## config.mk

```make
export PLATFORM = sky130hd
export DESIGN_NAME = swpsc_ctrl
export DESIGN_NICKNAME = d
export VERILOG_FILES = /design/src/rtl/swpsc_pkg.sv /design/src/rtl/swpsc_ctrl.sv /design/src/rtl/swpsc_sync.sv /design/src/rtl/swpsc_wake_gate.sv
export VERILOG_INCLUDE_DIRS = /design/src /design/src/rtl
export SDC_FILE = /design/constraint.sdc
export NUM_CORES = 1
export LEC_CHECK = 0
export ABC_AREA = 0
export ABC_CLOCK_PERIOD_IN_PS = 2900
export BUFFER_PORTS_ARGS = -buffer_cell sky130_fd_sc_hd__buf_4
export CAP_MARGIN = 25
export CORE_UTILIZATION = 53
export DETAILED_ROUTE_END_ITERATION = 16
export PLACE_DENSITY_LB_ADDON = 0.3
export SLEW_MARGIN = 40
export SYNTH_ARGS = -nofsm -noshare
export SYNTH_HDL_FRONTEND = slang
export SYNTH_SLANG_ARGS = --single-unit
```

## constraint.sdc

```tcl
create_clock -name clk_i -period 2.9 [get_ports clk_i]
set_clock_uncertainty 0.1 [all_clocks]
set_input_delay 0.145 -clock clk_i [delete_from_list [all_inputs] [get_ports clk_i]]
set_output_delay 0.145 -clock clk_i [all_outputs]
set_load 0.01 [all_outputs]
```

## src/rtl/swpsc_defs.svh

```systemverilog
// Purpose: named constants for the suspend/wake power state controller
// Assumes: 32-bit classic Wishbone register bus, byte addresses
// Notes: definitions only
`ifndef SWPSC_DEFS_SVH
`define SWPSC_DEFS_SVH
// register byte offsets
`define SWPSC_PMCTL_ADDR 8'h00
`define SWPSC_ISTS_ADDR 8'h04
`define SWPSC_PWAKE_ADDR 8'h08
`define SWPSC_WFCS_ADDR 8'h0C
`define SWPSC_ADDR_W 8
// power_mgmt_control fields
`define SWPSC_RDY_BIT 0
`define SWPSC_LWE_BIT 1
`define SWPSC_MODE_LO 2
`define SWPSC_WAKEUP_STATUS_FIELD_LO 4
`define SWPSC_STATE_LO 8
`define SWPSC_CFG_BIT 12
// wakeup_status_field bits
`define SWPSC_WAKEUP_STATUS_FIELD_ED 0
`define SWPSC_WAKEUP_STATUS_FIELD_LAN 1
// wake frame control: lan wake event enables
`define SWPSC_WFCS_W 5
// pin count and link up pin
`define SWPSC_NPIN 11
`define SWPSC_LINK_PIN 7
// suspend codes
`define SWPSC_MODE_DEF 2'h2
`define SWPSC_MODE_S0 2'h0
`define SWPSC_MODE_S1 2'h1
`define SWPSC_MODE_S2 2'h2
`define SWPSC_MODE_S3 2'h3
`endif

```

## src/rtl/swpsc_pkg.sv

```systemverilog
// Purpose: types of the suspend/wake power state controller
// Assumes: nothing
// Notes: state codes are also visible in the control register
package swpsc_pkg;
  typedef enum logic [2:0] {
    SWPSC_UNPOWERED = 3'h0,
    SWPSC_NORM_UNCFG = 3'h1,
    SWPSC_NORM_CFG = 3'h2,
    SWPSC_SUSPENDED = 3'h3
  } swpsc_state_t;
endpackage

```

## src/rtl/swpsc_ctrl.sv

```systemverilog
// Purpose: suspend/wake power state controller with Wishbone registers
// Assumes: 40 MHz clk_i, synchronous active high rst_i
// Notes: pins and bus power pass two flops; usb events are same domain
`timescale 1ns/10ps
`default_nettype none
`include "swpsc_defs.svh"
//Function
//RQ1: resume keeps context then sets ready
//RQ2: host selects level before suspend
//RQ3: resume or permitted wake returns normal
//RQ4: unconfigured suspend uses level 2 only
//RQ5: deconfigure resets level field to 10b
//RQ6: bus or pin reset gives unconfigured
//RQ7: level codes 00 to 11, default 10
//RQ8: level 0 wakes: resume, lan, link, pins
//RQ9: level 1 wakes: resume, energy, pins
//RQ10: level 2 wakes: resume or pins only
//RQ11: host reinitialises phy after level 2
//RQ12: level 3 keeps all clocks running
//RQ13: level 3 wakes: resume, pins, link, frames
//RQ14: lan bit set for lan and frames
//RQ15: lan events in level 3 drop frames
//RQ16: pin wake sets its own status flag
//RQ17: pending wake re-wakes right after suspend
//RQ18: link-up select readable for pin 7
//RQ19: host resume always accepted levels 0/1
//RQ20: no bus power forces unpowered state
//RQ21: configure and deconfigure move normal state
//RQ22: mask unpermitted wakes, hold permitted ones
module swpsc_ctrl (
  input wire logic clk_i,
  input wire logic rst_i,
  input wire logic pin_reset_n_i,
  input wire logic usb_reset_i,
  input wire logic usb_suspend_i,
  input wire logic usb_resume_i,
  input wire logic usb_configured_i,
  input wire logic usb_deconfigured_i,
  input wire logic bus_power_detect_i,
  input wire logic lan_wake_i,
  input wire logic good_frame_i,
  input wire logic energy_detect_i,
  input wire logic link_up_i,
  input wire logic [`SWPSC_NPIN-1:0] pin_wake_i,
  input wire logic wb_cyc_i,
  input wire logic wb_stb_i,
  input wire logic wb_we_i,
  input wire logic [`SWPSC_ADDR_W-1:0] wb_adr_i,
  input wire logic [3:0] wb_sel_i,
  input wire logic [31:0] wb_dat_i,
  output logic [31:0] wb_dat_o,
  output logic wb_ack_o,
  output logic [2:0] power_state_o,
  output logic clocks_on_o,
  output logic phy_power_o,
  output logic remote_wake_o,
  output logic drop_frames_o,
  output logic ready_o
);
  // =========================================================
  // input synchronisers
  // =========================================================
  logic [`SWPSC_NPIN-1:0] pin_s;
  logic [2:0] misc_s;
  logic [2:0] misc_raw;
  logic rstn_s;
  logic vbus_s;
  assign misc_raw = {pin_reset_n_i, bus_power_detect_i, 1'b0};
  swpsc_sync #(.W(`SWPSC_NPIN)) u_pin_sync (
    .clk_i(clk_i),
    .rst_i(rst_i),
    .d_i(pin_wake_i),
    .q_o(pin_s)
  );
  swpsc_sync #(.W(3)) u_misc_sync (
    .clk_i(clk_i),
    .rst_i(rst_i),
    .d_i(misc_raw),
    .q_o(misc_s)
  );
  // reset pin reads low after rst_i too, so hold it off until seen high
  logic rstn_seen_r;
  logic rstn_seen_nxt;
  always_comb begin
    rstn_seen_nxt = rstn_seen_r | misc_s[2];
  end
  always_ff @(posedge clk_i) begin
    if (rst_i) begin
      rstn_seen_r <= 1'b0;
    end else begin
      rstn_seen_r <= rstn_seen_nxt;
    end
  end
  assign rstn_s = misc_s[2] | ~rstn_seen_r;
  assign vbus_s = misc_s[1];
  // =========================================================
  // register state
  // =========================================================
  swpsc_pkg::swpsc_state_t state_r;
  swpsc_pkg::swpsc_state_t state_nxt;
  logic [1:0] mode_r;
  logic [1:0] mode_nxt;
  logic [1:0] level_r;
  logic [1:0] level_nxt;
  logic lwe_r;
  logic lwe_nxt;
  logic [1:0] wakeup_status_field_r;
  logic [1:0] wakeup_status_field_nxt;
  logic [`SWPSC_NPIN-1:0] pflag_r;
  logic [`SWPSC_NPIN-1:0] pflag_nxt;
  logic link_sel_r;
  logic link_sel_nxt;
  logic [`SWPSC_WFCS_W-1:0] wfcs_r;
  logic [`SWPSC_WFCS_W-1:0] wfcs_nxt;
  logic ready_r;
  logic ready_nxt;
  logic ack_r;
  logic ack_nxt;
  logic [31:0] rdat_r;
  logic [31:0] rdat_nxt;
  logic [2:0] pst_r;
  logic clk_on_r;
  logic phy_on_r;
  logic rwake_r;
  logic drop_r;
  // =========================================================
  // wake source gating
  // =========================================================
  logic armed;
  logic pend;
  logic lan_hit;
  logic ed_hit;
  logic resume_start;
  logic [`SWPSC_NPIN-1:0] pin_src;
  logic any_reset;
  assign armed = state_r == swpsc_pkg::SWPSC_SUSPENDED;
  assign any_reset = usb_reset_i || !rstn_s; // see RQ6
  // pin 7 is masked when link-up select is on; link up then wakes and sets flag 7 in levels 0 and 3 only
  always_comb begin
    pin_src = pin_s;
    pin_src[`SWPSC_LINK_PIN] = link_sel_r ? 1'b0
      : pin_s[`SWPSC_LINK_PIN];
  end
  swpsc_wake_gate u_gate (
    .clk_i(clk_i),
    .rst_i(rst_i || any_reset),
    .armed_i(armed),
    .level_i(level_r),
    .lan_wake_i(lan_wake_i),
    .good_frame_i(good_frame_i),
    .energy_i(energy_detect_i),
    .link_up_i(link_up_i && link_sel_r),
    .pin_any_i(|pin_src),
    .lan_en_i(lwe_r),
    .frame_lan_en_i(|wfcs_r),
    .resume_start_i(resume_start),
    .pend_o(pend),
    .lan_hit_o(lan_hit),
    .ed_hit_o(ed_hit)
  );
  // =========================================================
  // power state machine
  // =========================================================
  logic was_uncfg_r;
  logic was_uncfg_nxt;
  always_comb begin
    state_nxt = state_r;
    level_nxt = level_r;
    was_uncfg_nxt = was_uncfg_r;
    resume_start = 1'b0;
    if (!vbus_s) begin
      state_nxt = swpsc_pkg::SWPSC_UNPOWERED; // see RQ20
    end else if (any_reset) begin
      state_nxt = swpsc_pkg::SWPSC_NORM_UNCFG; // see RQ6
    end else begin
      unique case (state_r)
        swpsc_pkg::SWPSC_UNPOWERED: begin
          state_nxt = swpsc_pkg::SWPSC_NORM_UNCFG; // see RQ20
        end
        swpsc_pkg::SWPSC_NORM_UNCFG: begin
          if (usb_suspend_i) begin
            state_nxt = swpsc_pkg::SWPSC_SUSPENDED;
            level_nxt = `SWPSC_MODE_S2; // see RQ4
            was_uncfg_nxt = 1'b1;
          end else if (usb_configured_i) begin
            state_nxt = swpsc_pkg::SWPSC_NORM_CFG; // see RQ21
          end
        end
        swpsc_pkg::SWPSC_NORM_CFG: begin
          if (usb_deconfigured_i) begin
            state_nxt = swpsc_pkg::SWPSC_NORM_UNCFG; // see RQ21
          end else if (usb_suspend_i) begin
            state_nxt = swpsc_pkg::SWPSC_SUSPENDED;
            level_nxt = mode_r; // see RQ2 see RQ7
            was_uncfg_nxt = 1'b0;
          end
        end
        swpsc_pkg::SWPSC_SUSPENDED: begin
          // host resume in any level, or a permitted held wake
          if (usb_resume_i || pend) begin
            resume_start = 1'b1; // see RQ3 see RQ19 see RQ17
            state_nxt = was_uncfg_r ? swpsc_pkg::SWPSC_NORM_UNCFG
              : swpsc_pkg::SWPSC_NORM_CFG; // see RQ4 see RQ1
          end
        end
        default: begin
          state_nxt = swpsc_pkg::SWPSC_NORM_UNCFG;
        end
      endcase
    end
  end
  always_ff @(posedge clk_i) begin
    if (rst_i) begin
      state_r <= swpsc_pkg::SWPSC_UNPOWERED;
      level_r <= `SWPSC_MODE_DEF;
      was_uncfg_r <= 1'b1;
    end else begin
      state_r <= state_nxt;
      level_r <= level_nxt;
      was_uncfg_r <= was_uncfg_nxt;
    end
  end
  // =========================================================
  // software registers and status
  // =========================================================
  logic wb_req;
  logic wr_pm;
  logic wr_is;
  logic wr_pw;
  logic wr_wf;
  logic normal_nxt;
  assign wb_req = wb_cyc_i && wb_stb_i && !ack_r;
  assign wr_pm = wb_req && wb_we_i && wb_adr_i == `SWPSC_PMCTL_ADDR;
  assign wr_is = wb_req && wb_we_i && wb_adr_i == `SWPSC_ISTS_ADDR;
  assign wr_pw = wb_req && wb_we_i && wb_adr_i == `SWPSC_PWAKE_ADDR;
  assign wr_wf = wb_req && wb_we_i && wb_adr_i == `SWPSC_WFCS_ADDR;
  assign normal_nxt = state_nxt == swpsc_pkg::SWPSC_NORM_UNCFG
    || state_nxt == swpsc_pkg::SWPSC_NORM_CFG;
  always_comb begin
    mode_nxt = mode_r;
    lwe_nxt = lwe_r;
    wakeup_status_field_nxt = wakeup_status_field_r;
    pflag_nxt = pflag_r;
    link_sel_nxt = link_sel_r;
    wfcs_nxt = wfcs_r;
    // byte 0 writes mode and enable; status clears are write-one
    if (wr_pm && wb_sel_i[0]) begin
      mode_nxt = wb_dat_i[`SWPSC_MODE_LO +: 2]; // see RQ2
      lwe_nxt = wb_dat_i[`SWPSC_LWE_BIT];
      wakeup_status_field_nxt = wakeup_status_field_r & ~wb_dat_i[`SWPSC_WAKEUP_STATUS_FIELD_LO +: 2];
    end
    if (wr_is && wb_sel_i[0]) begin
      pflag_nxt[7:0] = pflag_r[7:0] & ~wb_dat_i[7:0];
    end
    if (wr_is && wb_sel_i[1]) begin
      pflag_nxt[`SWPSC_NPIN-1:8] = pflag_r[`SWPSC_NPIN-1:8]
        & ~wb_dat_i[`SWPSC_NPIN-1:8];
    end
    if (wr_pw && wb_sel_i[0]) begin
      link_sel_nxt = wb_dat_i[0]; // see RQ18
    end
    if (wr_wf && wb_sel_i[0]) begin
      wfcs_nxt = wb_dat_i[`SWPSC_WFCS_W-1:0]; // see RQ15
    end
    if (usb_deconfigured_i && state_r == swpsc_pkg::SWPSC_NORM_CFG) begin
      mode_nxt = `SWPSC_MODE_DEF; // see RQ5
    end
    // hardware sets win over software clears
    if (lan_hit) begin
      wakeup_status_field_nxt[`SWPSC_WAKEUP_STATUS_FIELD_LAN] = 1'b1; // see RQ14
    end
    if (ed_hit) begin
      wakeup_status_field_nxt[`SWPSC_WAKEUP_STATUS_FIELD_ED] = 1'b1;
    end
    if (armed) begin
      pflag_nxt = pflag_nxt | pin_src; // see RQ16
      if (link_sel_r && link_up_i && (level_r == `SWPSC_MODE_S0
          || level_r == `SWPSC_MODE_S3)) begin
        pflag_nxt[`SWPSC_LINK_PIN] = 1'b1; // see RQ18
      end
    end
    ready_nxt = normal_nxt; // see RQ1
  end
  always_ff @(posedge clk_i) begin
    if (rst_i || any_reset) begin
      mode_r <= `SWPSC_MODE_DEF; // see RQ7
      lwe_r <= 1'b0;
      wakeup_status_field_r <= 2'h0;
      pflag_r <= '0;
      link_sel_r <= 1'b0;
      wfcs_r <= '0;
      ready_r <= 1'b0;
    end else begin
      mode_r <= mode_nxt;
      lwe_r <= lwe_nxt;
      wakeup_status_field_r <= wakeup_status_field_nxt;
      pflag_r <= pflag_nxt;
      link_sel_r <= link_sel_nxt;
      wfcs_r <= wfcs_nxt;
      ready_r <= ready_nxt;
    end
  end
  // =========================================================
  // wishbone slave: ack one cycle after request, unmapped reads zero
  // =========================================================
  always_comb begin
    ack_nxt = wb_req;
    rdat_nxt = 32'h0000_0000;
    if (wb_req && !wb_we_i) begin
      unique case (wb_adr_i)
        `SWPSC_PMCTL_ADDR: begin
          rdat_nxt[`SWPSC_RDY_BIT] = ready_r;
          rdat_nxt[`SWPSC_LWE_BIT] = lwe_r;
          rdat_nxt[`SWPSC_MODE_LO +: 2] = mode_r;
          rdat_nxt[`SWPSC_WAKEUP_STATUS_FIELD_LO +: 2] = wakeup_status_field_r;
          rdat_nxt[`SWPSC_STATE_LO +: 3] = state_r;
          rdat_nxt[`SWPSC_CFG_BIT] = !was_uncfg_r;
        end
        `SWPSC_ISTS_ADDR: begin
          rdat_nxt[`SWPSC_NPIN-1:0] = pflag_r;
        end
        `SWPSC_PWAKE_ADDR: begin
          rdat_nxt[0] = link_sel_r;
        end
        `SWPSC_WFCS_ADDR: begin
          rdat_nxt[`SWPSC_WFCS_W-1:0] = wfcs_r;
        end
        default: begin
          rdat_nxt = 32'h0000_0000;
        end
      endcase
    end
  end
  always_ff @(posedge clk_i) begin
    if (rst_i) begin
      ack_r <= 1'b0;
      rdat_r <= 32'h0000_0000;
    end else begin
      ack_r <= ack_nxt;
      rdat_r <= rdat_nxt;
    end
  end
  // =========================================================
  // registered outputs
  // =========================================================
  always_ff @(posedge clk_i) begin
    if (rst_i) begin
      pst_r <= 3'h0;
      clk_on_r <= 1'b0;
      phy_on_r <= 1'b0;
      rwake_r <= 1'b0;
      drop_r <= 1'b0;
    end else begin
      pst_r <= state_nxt;
      // level 3 keeps every clock; levels 0..2 stop them
      clk_on_r <= normal_nxt || (state_nxt == swpsc_pkg::SWPSC_SUSPENDED
        && level_nxt == `SWPSC_MODE_S3); // see RQ12
      phy_on_r <= normal_nxt || (state_nxt == swpsc_pkg::SWPSC_SUSPENDED
        && level_nxt != `SWPSC_MODE_S2); // see RQ11
      rwake_r <= resume_start && !usb_resume_i;
      drop_r <= armed && level_r == `SWPSC_MODE_S3
        && (|wfcs_r); // see RQ15
    end
  end
  assign wb_dat_o = rdat_r;
  assign wb_ack_o = ack_r;
  assign power_state_o = pst_r;
  assign clocks_on_o = clk_on_r;
  assign phy_power_o = phy_on_r;
  assign remote_wake_o = rwake_r;
  assign drop_frames_o = drop_r;
  assign ready_o = ready_r;
  // =========================================================
  // checks
  // =========================================================
  a_resume_ready: assert property (@(posedge clk_i) disable iff (rst_i)
    (armed && usb_resume_i && vbus_s && !any_reset) |=> ready_r)
    // see RQ1 see RQ19
    else $error("ready not set after host resume");
  a_uncfg_level: assert property (@(posedge clk_i) disable iff (rst_i)
    (state_r == swpsc_pkg::SWPSC_NORM_UNCFG && usb_suspend_i && vbus_s
      && !any_reset) |=> level_r == `SWPSC_MODE_S2) // see RQ4
    else $error("unconfigured suspend not in level 2");
  a_deconf_mode: assert property (@(posedge clk_i) disable iff (rst_i)
    (state_r == swpsc_pkg::SWPSC_NORM_CFG && usb_deconfigured_i)
      |=> mode_r == `SWPSC_MODE_DEF) // see RQ5
    else $error("mode field not reset on deconfigure");
  a_reset_state: assert property (@(posedge clk_i) disable iff (rst_i)
    (usb_reset_i && vbus_s) |=> state_r == swpsc_pkg::SWPSC_NORM_UNCFG)
    // see RQ6
    else $error("reset did not give unconfigured state");
  a_vbus_loss: assert property (@(posedge clk_i) disable iff (rst_i)
    !vbus_s |=> state_r == swpsc_pkg::SWPSC_UNPOWERED) // see RQ20
    else $error("bus power loss not honoured");
  a_clk_level3: assert property (@(posedge clk_i) disable iff (rst_i)
    (armed && level_r == `SWPSC_MODE_S3) |-> clk_on_r) // see RQ12
    else $error("clocks stopped in level 3");
  a_pin_flag: assert property (@(posedge clk_i) disable iff (rst_i)
    (armed && pin_src[0] && !any_reset) |=> pflag_r[0]) // see RQ16
    else $error("pin flag not set");
  a_l2_mask: assert property (@(posedge clk_i) disable iff (rst_i)
    (armed && level_r == `SWPSC_MODE_S2 && !pend && !usb_resume_i)
      |=> state_r != swpsc_pkg::SWPSC_NORM_CFG) // see RQ10
    else $error("level 2 left without permitted wake");
  c_resume: cover property (@(posedge clk_i) armed && usb_resume_i);
  c_pin_wake: cover property (@(posedge clk_i) armed && pend);
  c_level3: cover property (@(posedge clk_i)
    armed && level_r == `SWPSC_MODE_S3);
  c_unpowered: cover property (@(posedge clk_i)
    state_r == swpsc_pkg::SWPSC_UNPOWERED ##1 ready_r);
endmodule
`default_nettype wire

```

## src/rtl/swpsc_sync.sv

```systemverilog
// Purpose: two flip-flop synchroniser for a bundle of pin levels
// Assumes: inputs come from outside the clock domain
// Notes: first stage feeds only the second stage
`timescale 1ns/10ps
`default_nettype none
module swpsc_sync #(
  parameter int W = 1
) (
  input wire logic clk_i,
  input wire logic rst_i,
  input wire logic [W-1:0] d_i,
  output logic [W-1:0] q_o
);
  logic [W-1:0] s1_r;
  logic [W-1:0] s2_r;
  // two register stages, cleared by reset
  always_ff @(posedge clk_i) begin
    if (rst_i) begin
      s1_r <= '0;
      s2_r <= '0;
    end else begin
      s1_r <= d_i;
      s2_r <= s1_r;
    end
  end
  assign q_o = s2_r;
endmodule
`default_nettype wire

```

## src/rtl/swpsc_wake_gate.sv

```systemverilog
// Purpose: masks wake sources by suspend level and holds a permitted one
// Assumes: sources are synchronised pulses or levels on clk_i
// Notes: held request clears when the controller starts the resume
`timescale 1ns/10ps
`default_nettype none
module swpsc_wake_gate (
  input wire logic clk_i,
  input wire logic rst_i,
  input wire logic armed_i,
  input wire logic [1:0] level_i,
  input wire logic lan_wake_i,
  input wire logic good_frame_i,
  input wire logic energy_i,
  input wire logic link_up_i,
  input wire logic pin_any_i,
  input wire logic lan_en_i,
  input wire logic frame_lan_en_i,
  input wire logic resume_start_i,
  output logic pend_o,
  output logic lan_hit_o,
  output logic ed_hit_o
);
  logic pend_r;
  logic pend_nxt;
  logic lan_ok;
  logic ed_ok;
  logic link_ok;
  logic gf_ok;
  logic hit;
  // level table: which sources may wake
  always_comb begin
    lan_ok = armed_i && level_i == `SWPSC_MODE_S0 && lan_wake_i
      && lan_en_i; // see RQ8
    ed_ok = armed_i && level_i == `SWPSC_MODE_S1 && energy_i; // see RQ9
    link_ok = armed_i && (level_i == `SWPSC_MODE_S0
      || level_i == `SWPSC_MODE_S3) && link_up_i; // see RQ8 see RQ13
    // good frames wake only in level 3 with no lan event enabled
    gf_ok = armed_i && level_i == `SWPSC_MODE_S3 && good_frame_i
      && !frame_lan_en_i; // see RQ13 see RQ15
    hit = lan_ok || ed_ok || link_ok || gf_ok
      || (armed_i && pin_any_i); // see RQ10
  end
  // pending request: set wins over the resume clear; leaving suspend
  // drops a request set in the resume cycle so it cannot linger
  always_comb begin
    pend_nxt = pend_r;
    if (resume_start_i || !armed_i) begin
      pend_nxt = 1'b0;
    end
    if (hit) begin
      pend_nxt = 1'b1; // see RQ22
    end
  end
  always_ff @(posedge clk_i) begin
    if (rst_i) begin
      pend_r <= 1'b0;
    end else begin
      pend_r <= pend_nxt;
    end
  end
  assign pend_o = pend_r;
  assign lan_hit_o = lan_ok || gf_ok; // see RQ14
  assign ed_hit_o = ed_ok;
  a_mask_level: assert property (@(posedge clk_i) disable iff (rst_i)
    (!armed_i && !pend_r) |=> !pend_r) // see RQ22
    else $error("wake pending without being armed");
  a_gf_level: assert property (@(posedge clk_i) disable iff (rst_i)
    (good_frame_i && level_i != `SWPSC_MODE_S3 && !pend_r && !lan_wake_i
      && !energy_i && !link_up_i && !pin_any_i) |=> !pend_r) // see RQ13
    else $error("good frame wake outside level 3");
endmodule
`default_nettype wire

```

==> results of run 1 <==
[path summary, 6_finish.rpt]
check / slack [ps] / end / cells past startpoint
worst max-delay path: 810 / phy_power_o / 6
worst min-delay path: 20 / wakeup_status_field_r[0] / 3
worst max register to register: 810 / phy_power_o / 6
worst min register to register: 340 / u_pin_sync.q_o[9] / 1
[cell type report]
class	count	area [um2]	share of cell area
timing repair buffer	94	766	0.193
clock inverter	4	50.0	0.0126
multi-input combinational	228	1400	0.353
clock buffer	12	155	0.0391
tap	72	90.1	0.0227
sequential	74	1480	0.373
inverter	7	26.3	0.00662
[synth_stat cells, drive strengths merged (2+ instances only)]
master | count | area (um2)
a211oi | 3 | 22.5
a21bo | 4 | 40.0
a21oi | 21 | 109
a22oi | 4 | 35.0
a311oi | 7 | 61.3
a31oi | 7 | 43.8
and2b | 3 | 22.5
and3 | 3 | 18.8
buf | 27 | 196
clkbuf | 6 | 22.5
dfxtp | 74 | 1480
ha | 3 | 37.5
inv | 7 | 26.3
mux2i | 10 | 100
nand2 | 27 | 101
nand2b | 4 | 25.0
nand3 | 4 | 20.0
nand3b | 2 | 15.0
nand4 | 3 | 18.8
nor2 | 28 | 105
nor2b | 30 | 188
nor3 | 6 | 41.3
nor3b | 2 | 15.0
nor4 | 6 | 52.6
o2111ai | 2 | 17.5
o21ai | 7 | 35.0
o21bai | 2 | 15.0
o41ai | 2 | 36.3
or2b | 4 | 30.0
[registers in the layout, summed over array words and instances, names as in the netlist, 2 cells and up]
| register | cells |
|---|---|
| level_r | 2 |
| mode_r | 2 |
| pflag_r | 11 |
| power_state_o | 3 |
| u_misc_sync.q_o | 2 |
| u_misc_sync.s1_r | 2 |
| u_pin_sync.q_o | 11 |
| u_pin_sync.s1_r | 11 |
| wakeup_status_field_r | 2 |
| wb_dat_o | 12 |
| wfcs_r | 5 |
[power by group through the flow]
stage | sequential, mW | clock, mW | combinational (mW)
finish | 1.05 | 0.807 | 0.169
detailed placement | 1.07 | 0 | 0.142
floorplan | 1.07 | 0 | 0.0931
global placement | 1.07 | 0 | 0.140
global route | 1.05 | 0.860 | 0.184
CTS | 1.05 | 0.813 | 0.167
[worst min-delay path, delay by kind of cell]
family	cells	cell delay, ps
AOI/OAI and AO/OA	1	60
buffers and inverters	1	120
and+or+nand+nor	1	90
[cells by family (layout without fill, tap and decap cells)]
kind of cell	count (synthesis)	count (layout)	share of synthesized area
and+or+nand+nor	128	128	0.232
adders and majority gates	3	3	0.0123
other	1	21	0.00123
buffers and inverters	40	117	0.0805
muxes	11	11	0.0366
AOI/OAI and AO/OA	65	65	0.152
DFF	74	74	0.486
[routing by layer]
metal / track usage / wire length (um) / up-vias
met1: 0.295 / 2930 / 1162
li1: - / - / 1260
met2: 0.372 / 3070 / 119
met4: 0.130 / 171 / 0
met5: 0 / 0 / -
met3: 0.0412 / 375 / 16
[metrics by stage]
| stage | util | cells |
|---|---|---|
| floorplan | - | 342 |
| global placement | 0.636 | 451 |
| global route | 0.716 | 491 |
| finish | 0.716 | 491 |
| CTS | 0.716 | 491 |
| detailed placement | 0.636 | 451 |
==> results.json, run 1 <==
{
  "cts_sinks": 74,
  "num_rows": 27,
  "hpwl_mm": 4.60,
  "postCtsSetupBuffers": 0,
  "cts_tree": "done",
  "crit_fanout": 20,
  "cts_hold_buf": 24,
  "grt.total_usage": 0.232,
  "grt_max_degree": 38,
  "status": "finished clean",
  "setup_viol": 0,
  "drive_gt1_frac": 0.234,
  "async_flop_share": 0,
  "die-width_um": 77.8,
  "cp-end-kind": "flip-flop",
  "antenna_left": 0,
  "relSlewSlack": 0.540,
  "ctsResizeCount": 0,
  "clockBufferDepth": 2,
  "crit_slowest_cell": "dfxtp_1",
  "clock_power_share": 0.398,
  "critPathArrivalTime_ps": 2210,
  "place_ws_ps": 839,
  "ys_seq_elements": 74,
  "final.setup.tns_ps": 0,
  "grt_pass1_vias": 2341,
  "p_sw_frac": 0.224,
  "fin_crit_sh": 0.721,
  "internal_power_mw": 1.57,
  "clk_latency_ps": 340,
  "cp.required_ps": 3010,
  "min_from": "energy_detect_i",
  "comb_power_share": 0.084,
  "leakage_nw": 1.61,
  "ios": 112,
  "switchingPower_mw": 0.455,
  "yosysWarnings": 0,
  "fmax_ghz": 0.478,
  "place_area_um2": 3520,
  "antenna_found_initial": 0,
  "die_h_um": 77.8,
  "drv_cap": 0,
  "synth_seq_area_share": 0.486,
  "root_buffer": "clkbuf_8",
  "wire_per_inst_um": 13.3,
  "drtIter0Drc": 147,
  "slew_viol_final": 0,
  "final_common_cell": "dfxtp_1",
  "vias": 2557,
  "power_density_nw_per_um2": 511,
  "clk_pin_slew_ps": 70,
  "netlist_instances": 322,
  "drc": 0,
  "cts_made_buffers": 9,
  "globalplace.congestion": 0.917,
  "antennaDiodeCount": 0,
  "synth.cell_area_um2": 3050,
  "die_area_um2": 6060,
  "grt-ovfl-total": 0,
  "fillers": 408,
  "fin_hold_ws_ps": 24.2,
  "finalPower_mw": 2.03,
  "layout_common_cells": "74 x dfxtp_1, 70 x buf_4, 30 x nor2b_1, 28 x nor2_1, 27 x nand2_1",
  "wl_mm": 6.55,
  "min_path_type": "input port to flip-flop",
  "syn_area_per_cell_um2": 9.46,
  "crit_start": "power_state_o[0]",
  "tightest_slew_ps": 690,
  "viasPerCell": 5.21,
  "io_buffers": 68,
  "synthFlopType": "dfxtp_1",
  "path_delay_family": "simple AND/OR/NAND/NOR gates",
  "rsz0062_at_grt": "false",
  "cts_max_level": 3,
  "cpPeakStageDelay_ps": 570,
  "crit_chain": "inv_1, nor3_2, buf_4, a22oi_1, nor3b_1, a31oi_1",
  "hold_viol": 0,
  "grt_pass1_wl_mm": 10.8,
  "rr_startpoint": "power_state_o[0]",
  "fin_nets": 488,
  "cp.buffers_inverters": 2,
  "area_growth_pct": 30.3,
  "post-route-min-period_ps": 2090,
  "timing.final.ws_setup_ps": 808,
  "synth-edff-count": 0,
  "design.core.area_um2": 5540,
  "p_seq_frac": 0.518,
  "path_class": "flip-flop to flip-flop",
  "fin_area_um2": 3970,
  "yosysUniqueCellTypes": 51,
  "vdd_drop_max_mv": 0.426,
  "drt_pass1_iterations": 4,
  "worstSetupStartpointType": "flip-flop",
  "initial_core_util": 0.550
}
Power figures use the tool's default switching activity.
==> run 2: changes to the inputs <==
Settings changed: ABC_AREA 0 to 1, ABC_CLOCK_PERIOD_IN_PS 2900 to 2020, CORE_UTILIZATION 53 to 49.
Clock period 2.9 ns to 2.02 ns, I/O delays scaled along.
==> run 2 against run 1 <==
Sequential power grew 43%. Core utilization is 3.7 points lower. Largest cell class unchanged. Global-route usage rose by 0.70 points. Synthesized area increased by 3.0%. First-iteration DRC count up 84%. Combinational power rose by 50%. Die area is 11% higher. Register-to-register slack lost 390 ps. Sequential share of layout area decreased by 1.3 points. Count of clock-buffer cells in the layout shrank 2. Setup slack worse by 500 ps. Worst hold slack got worse by 3.0 ps.
==> results.json, run 2 <==
{
  "drtIter0Drc": 270,
  "status": "finished clean",
  "setup_viol": 0,
  "fin_crit_sh": 0.847,
  "drt_pass1_iterations": 4,
  "design.core.area_um2": 6060,
  "switchingPower_mw": 0.670,
  "post-route-min-period_ps": 1710,
  "grt_pass1_wl_mm": 11.8,
  "die_area_um2": 6730,
  "synth.largest_area_cell": "dfxtp_1",
  "synth-edff-count": 0,
  "drc": 0,
  "layout_common_cells": "74 x dfxtp_1, 71 x buf_4, 69 x inv_1, 69 x nand2_1, 64 x nor2_1",
  "path_class": "input port to flip-flop",
  "synth_top_area_frac": 0.472,
  "whs_endpoint": "ready_o",
  "p_seq_frac": 0.545,
  "reg2reg_to": "clocks_on_o",
  "crit_chain": "dlygate4sd3_1, buf_4, inv_1, nand3_1, nor2_2, nand3_1, o21ai_0, a21oi_1",
  "hold_viol": 0,
  "cp.required_ps": 2150,
  "ios": 112,
  "yosysWarnings": 0,
  "clock_power_share": 0.363,
  "slew_viol_final": 0,
  "r2r_cells": 7,
  "clk_pin_slew_ps": 70,
  "path_delay_family": "buffers and inverters",
  "ys_seq_elements": 74,
  "hpwl_mm": 5.29,
  "largest_register_ffs": 12,
  "comb_power_share": 0.092,
  "wl_mm": 7.47,
  "antenna_found_initial": 0,
  "drive_gt1_frac": 0.191,
  "yosysUniqueCellTypes": 30,
  "regArea_um2": 1480,
  "num_rows": 28,
  "multiInputGateArea_um2": 1280,
  "clockBufferDepth": 2,
  "cts_tree": "done",
  "cts_made_buffers": 9,
  "area_growth_pct": 31.2,
  "timing.final.ws_setup_ps": 309,
  "r2r_slack_ps": 420,
  "initial_core_util": 0.518,
  "ctsResizeCount": 0,
  "clk_latency_ps": 350,
  "root_buffer": "clkbuf_8",
  "synth_seq_area_share": 0.472,
  "grt.total_usage": 0.239,
  "synthFlopType": "dfxtp_1",
  "vdd_drop_max_mv": 0.513,
  "synth_common_cells": "74 x dfxtp_1, 69 x inv_1, 69 x nand2_1, 64 x nor2_1, 34 x nand3_1",
  "fin_hold_ws_ps": 21.2,
  "p_sw_frac": 0.243,
  "die-width_um": 82.0,
  "grt_max_degree": 36,
  "min_path_type": "input port to flip-flop",
  "syn_area_per_cell_um2": 7.38,
  "critPathMostFrequentCell": "nand3_1",
  "fillers": 533,
  "netlist_instances": 425,
  "io_buffers": 68,
  "yosysMostFrequentCell": "dfxtp_1",
  "fin_nets": 603,
  "final_common_cell": "dfxtp_1",
  "crit_slowest_cell": "dlygate4sd3_1",
  "cp.buffers_inverters": 3,
  "antennaDiodeCount": 0,
  "grt_pass1_vias": 2621,
  "cts_max_level": 3,
  "place_ws_ps": 405,
  "antenna_left": 0,
  "hold-path-cell-count": 4,
  "async_flop_share": 0,
  "critPathArrivalTime_ps": 1840,
  "internal_power_mw": 2.08,
  "cp-end-kind": "flip-flop",
  "globalplace.congestion": 0.841,
  "cpPeakStageDelay_ps": 540,
  "synth.area.top_cells": "dfxtp_1 47%, inv_1 8.3%, nand2_1 8.3%",
  "wire_per_inst_um": 12.3,
  "cp.depth": 8,
  "rr_startpoint": "power_state_o[1]",
  "fmax_ghz": 0.584,
  "finalPower_mw": 2.75,
  "drv_cap": 0,
  "crit_fanout": 6,
  "synth.cell_area_um2": 3140,
  "grt-ovfl-total": 0,
  "rsz0062_at_grt": "false",
  "power_density_nw_per_um2": 669,
  "viasPerCell": 4.78,
  "final.setup.tns_ps": 0,
  "die_h_um": 82.0,
  "worstSetupStartpointType": "input port",
  "vias": 2909,
  "leakage_nw": 1.95,
  "cts_sinks": 74,
  "min_from": "usb_reset_i"
}
==> run 2: cell types whose count changed after synthesis, moves of 10 or more <==
cell / before / now
mux2i_1: 10 / 0
nor2_1: 28 / 64
nand3_1: 4 / 34
nor2b_1: 30 / 0
inv_1: 7 / 69
nand2_1: 27 / 69
o21ai_0: 7 / 25
==> run 2: power groups by stage <==
stage                     Clock, mW  Combinational (mW)  Sequential (mW)
final                         0.999               0.254             1.50
after floorplan                   0               0.126             1.53
after global placement            0               0.201             1.53
after global routing           1.08               0.280             1.50
after CTS                      1.02               0.250             1.50
after detailed placement          0               0.205             1.53
==> run 2: layer usage <==
metal / GRT usage / share of wire / vias to the layer above
met5: 0 / 0 / -
li1: - / - / 1496
met3: 0.0389 / 0.053 / 11
met4: 0.112 / 0.018 / 0
met2: 0.418 / 0.50 / 89
met1: 0.284 / 0.43 / 1313
==> run 2: what timing repair did <==
action	CTS	global route
endpoints found under the hold margin	37	0
hold buffers	29	0
buffers inserted	0	0
==> run 2: worst max path at each step <==
stage,endpoint,from,slack (ps)
6_report,pflag_r[2],wb_adr_i[3],310
5_1_grt,pflag_r[2],wb_adr_i[3],190
4_1_cts,pflag_r[2],wb_adr_i[3],310
3_5_place_dp,pflag_r[2],wb_adr_i[7],400
3_3_place_gp,phy_power_o,power_state_o[1],440
2_1_floorplan,phy_power_o,power_state_o[0],610
==> run 2: kinds of logic (layout without fill, tap and decap cells) <==
logic type                 Yosys count  in the layout  share of synthesized area
and+or+nand+nor                    189            189                      0.270
adders and majority gates            3              3                     0.0120
other                                1             21                    0.00120
DFF                                 74             74                      0.472
AOI/OAI and AO/OA                   59             59                      0.101
buffers and inverters               99            187                      0.144
==> run 2: final cells by class <==
| cell class | instances | share of cell area |
|---|---|---|
| Clock buffer | 10 | 0.0334 |
| Clock inverter | 5 | 0.00760 |
| Inverter | 72 | 0.0657 |
| Multi-Input combinational cell | 272 | 0.310 |
| Sequential cell | 74 | 0.360 |
| Tap cell | 75 | 0.0228 |
| Timing Repair Buffer | 100 | 0.200 |
==> run 2: stage by stage <==
| stage | util | instances | area, um2 |
|---|---|---|---|
| floorplan | - | 445 | 3210 |
| global placement | 0.603 | 564 | 3660 |
| detailed placement | 0.603 | 564 | 3660 |
| CTS | 0.679 | 608 | 4120 |
| global route | 0.679 | 608 | 4120 |
| finish | 0.679 | 608 | 4120 |
==> run 2: tightest hold or removal path: cells and delay by family <==
| family | cells | cell delay, ps |
|---|---|---|
| buffers and inverters | 2 | 110 |
| and+or+nand+nor | 2 | 200 |
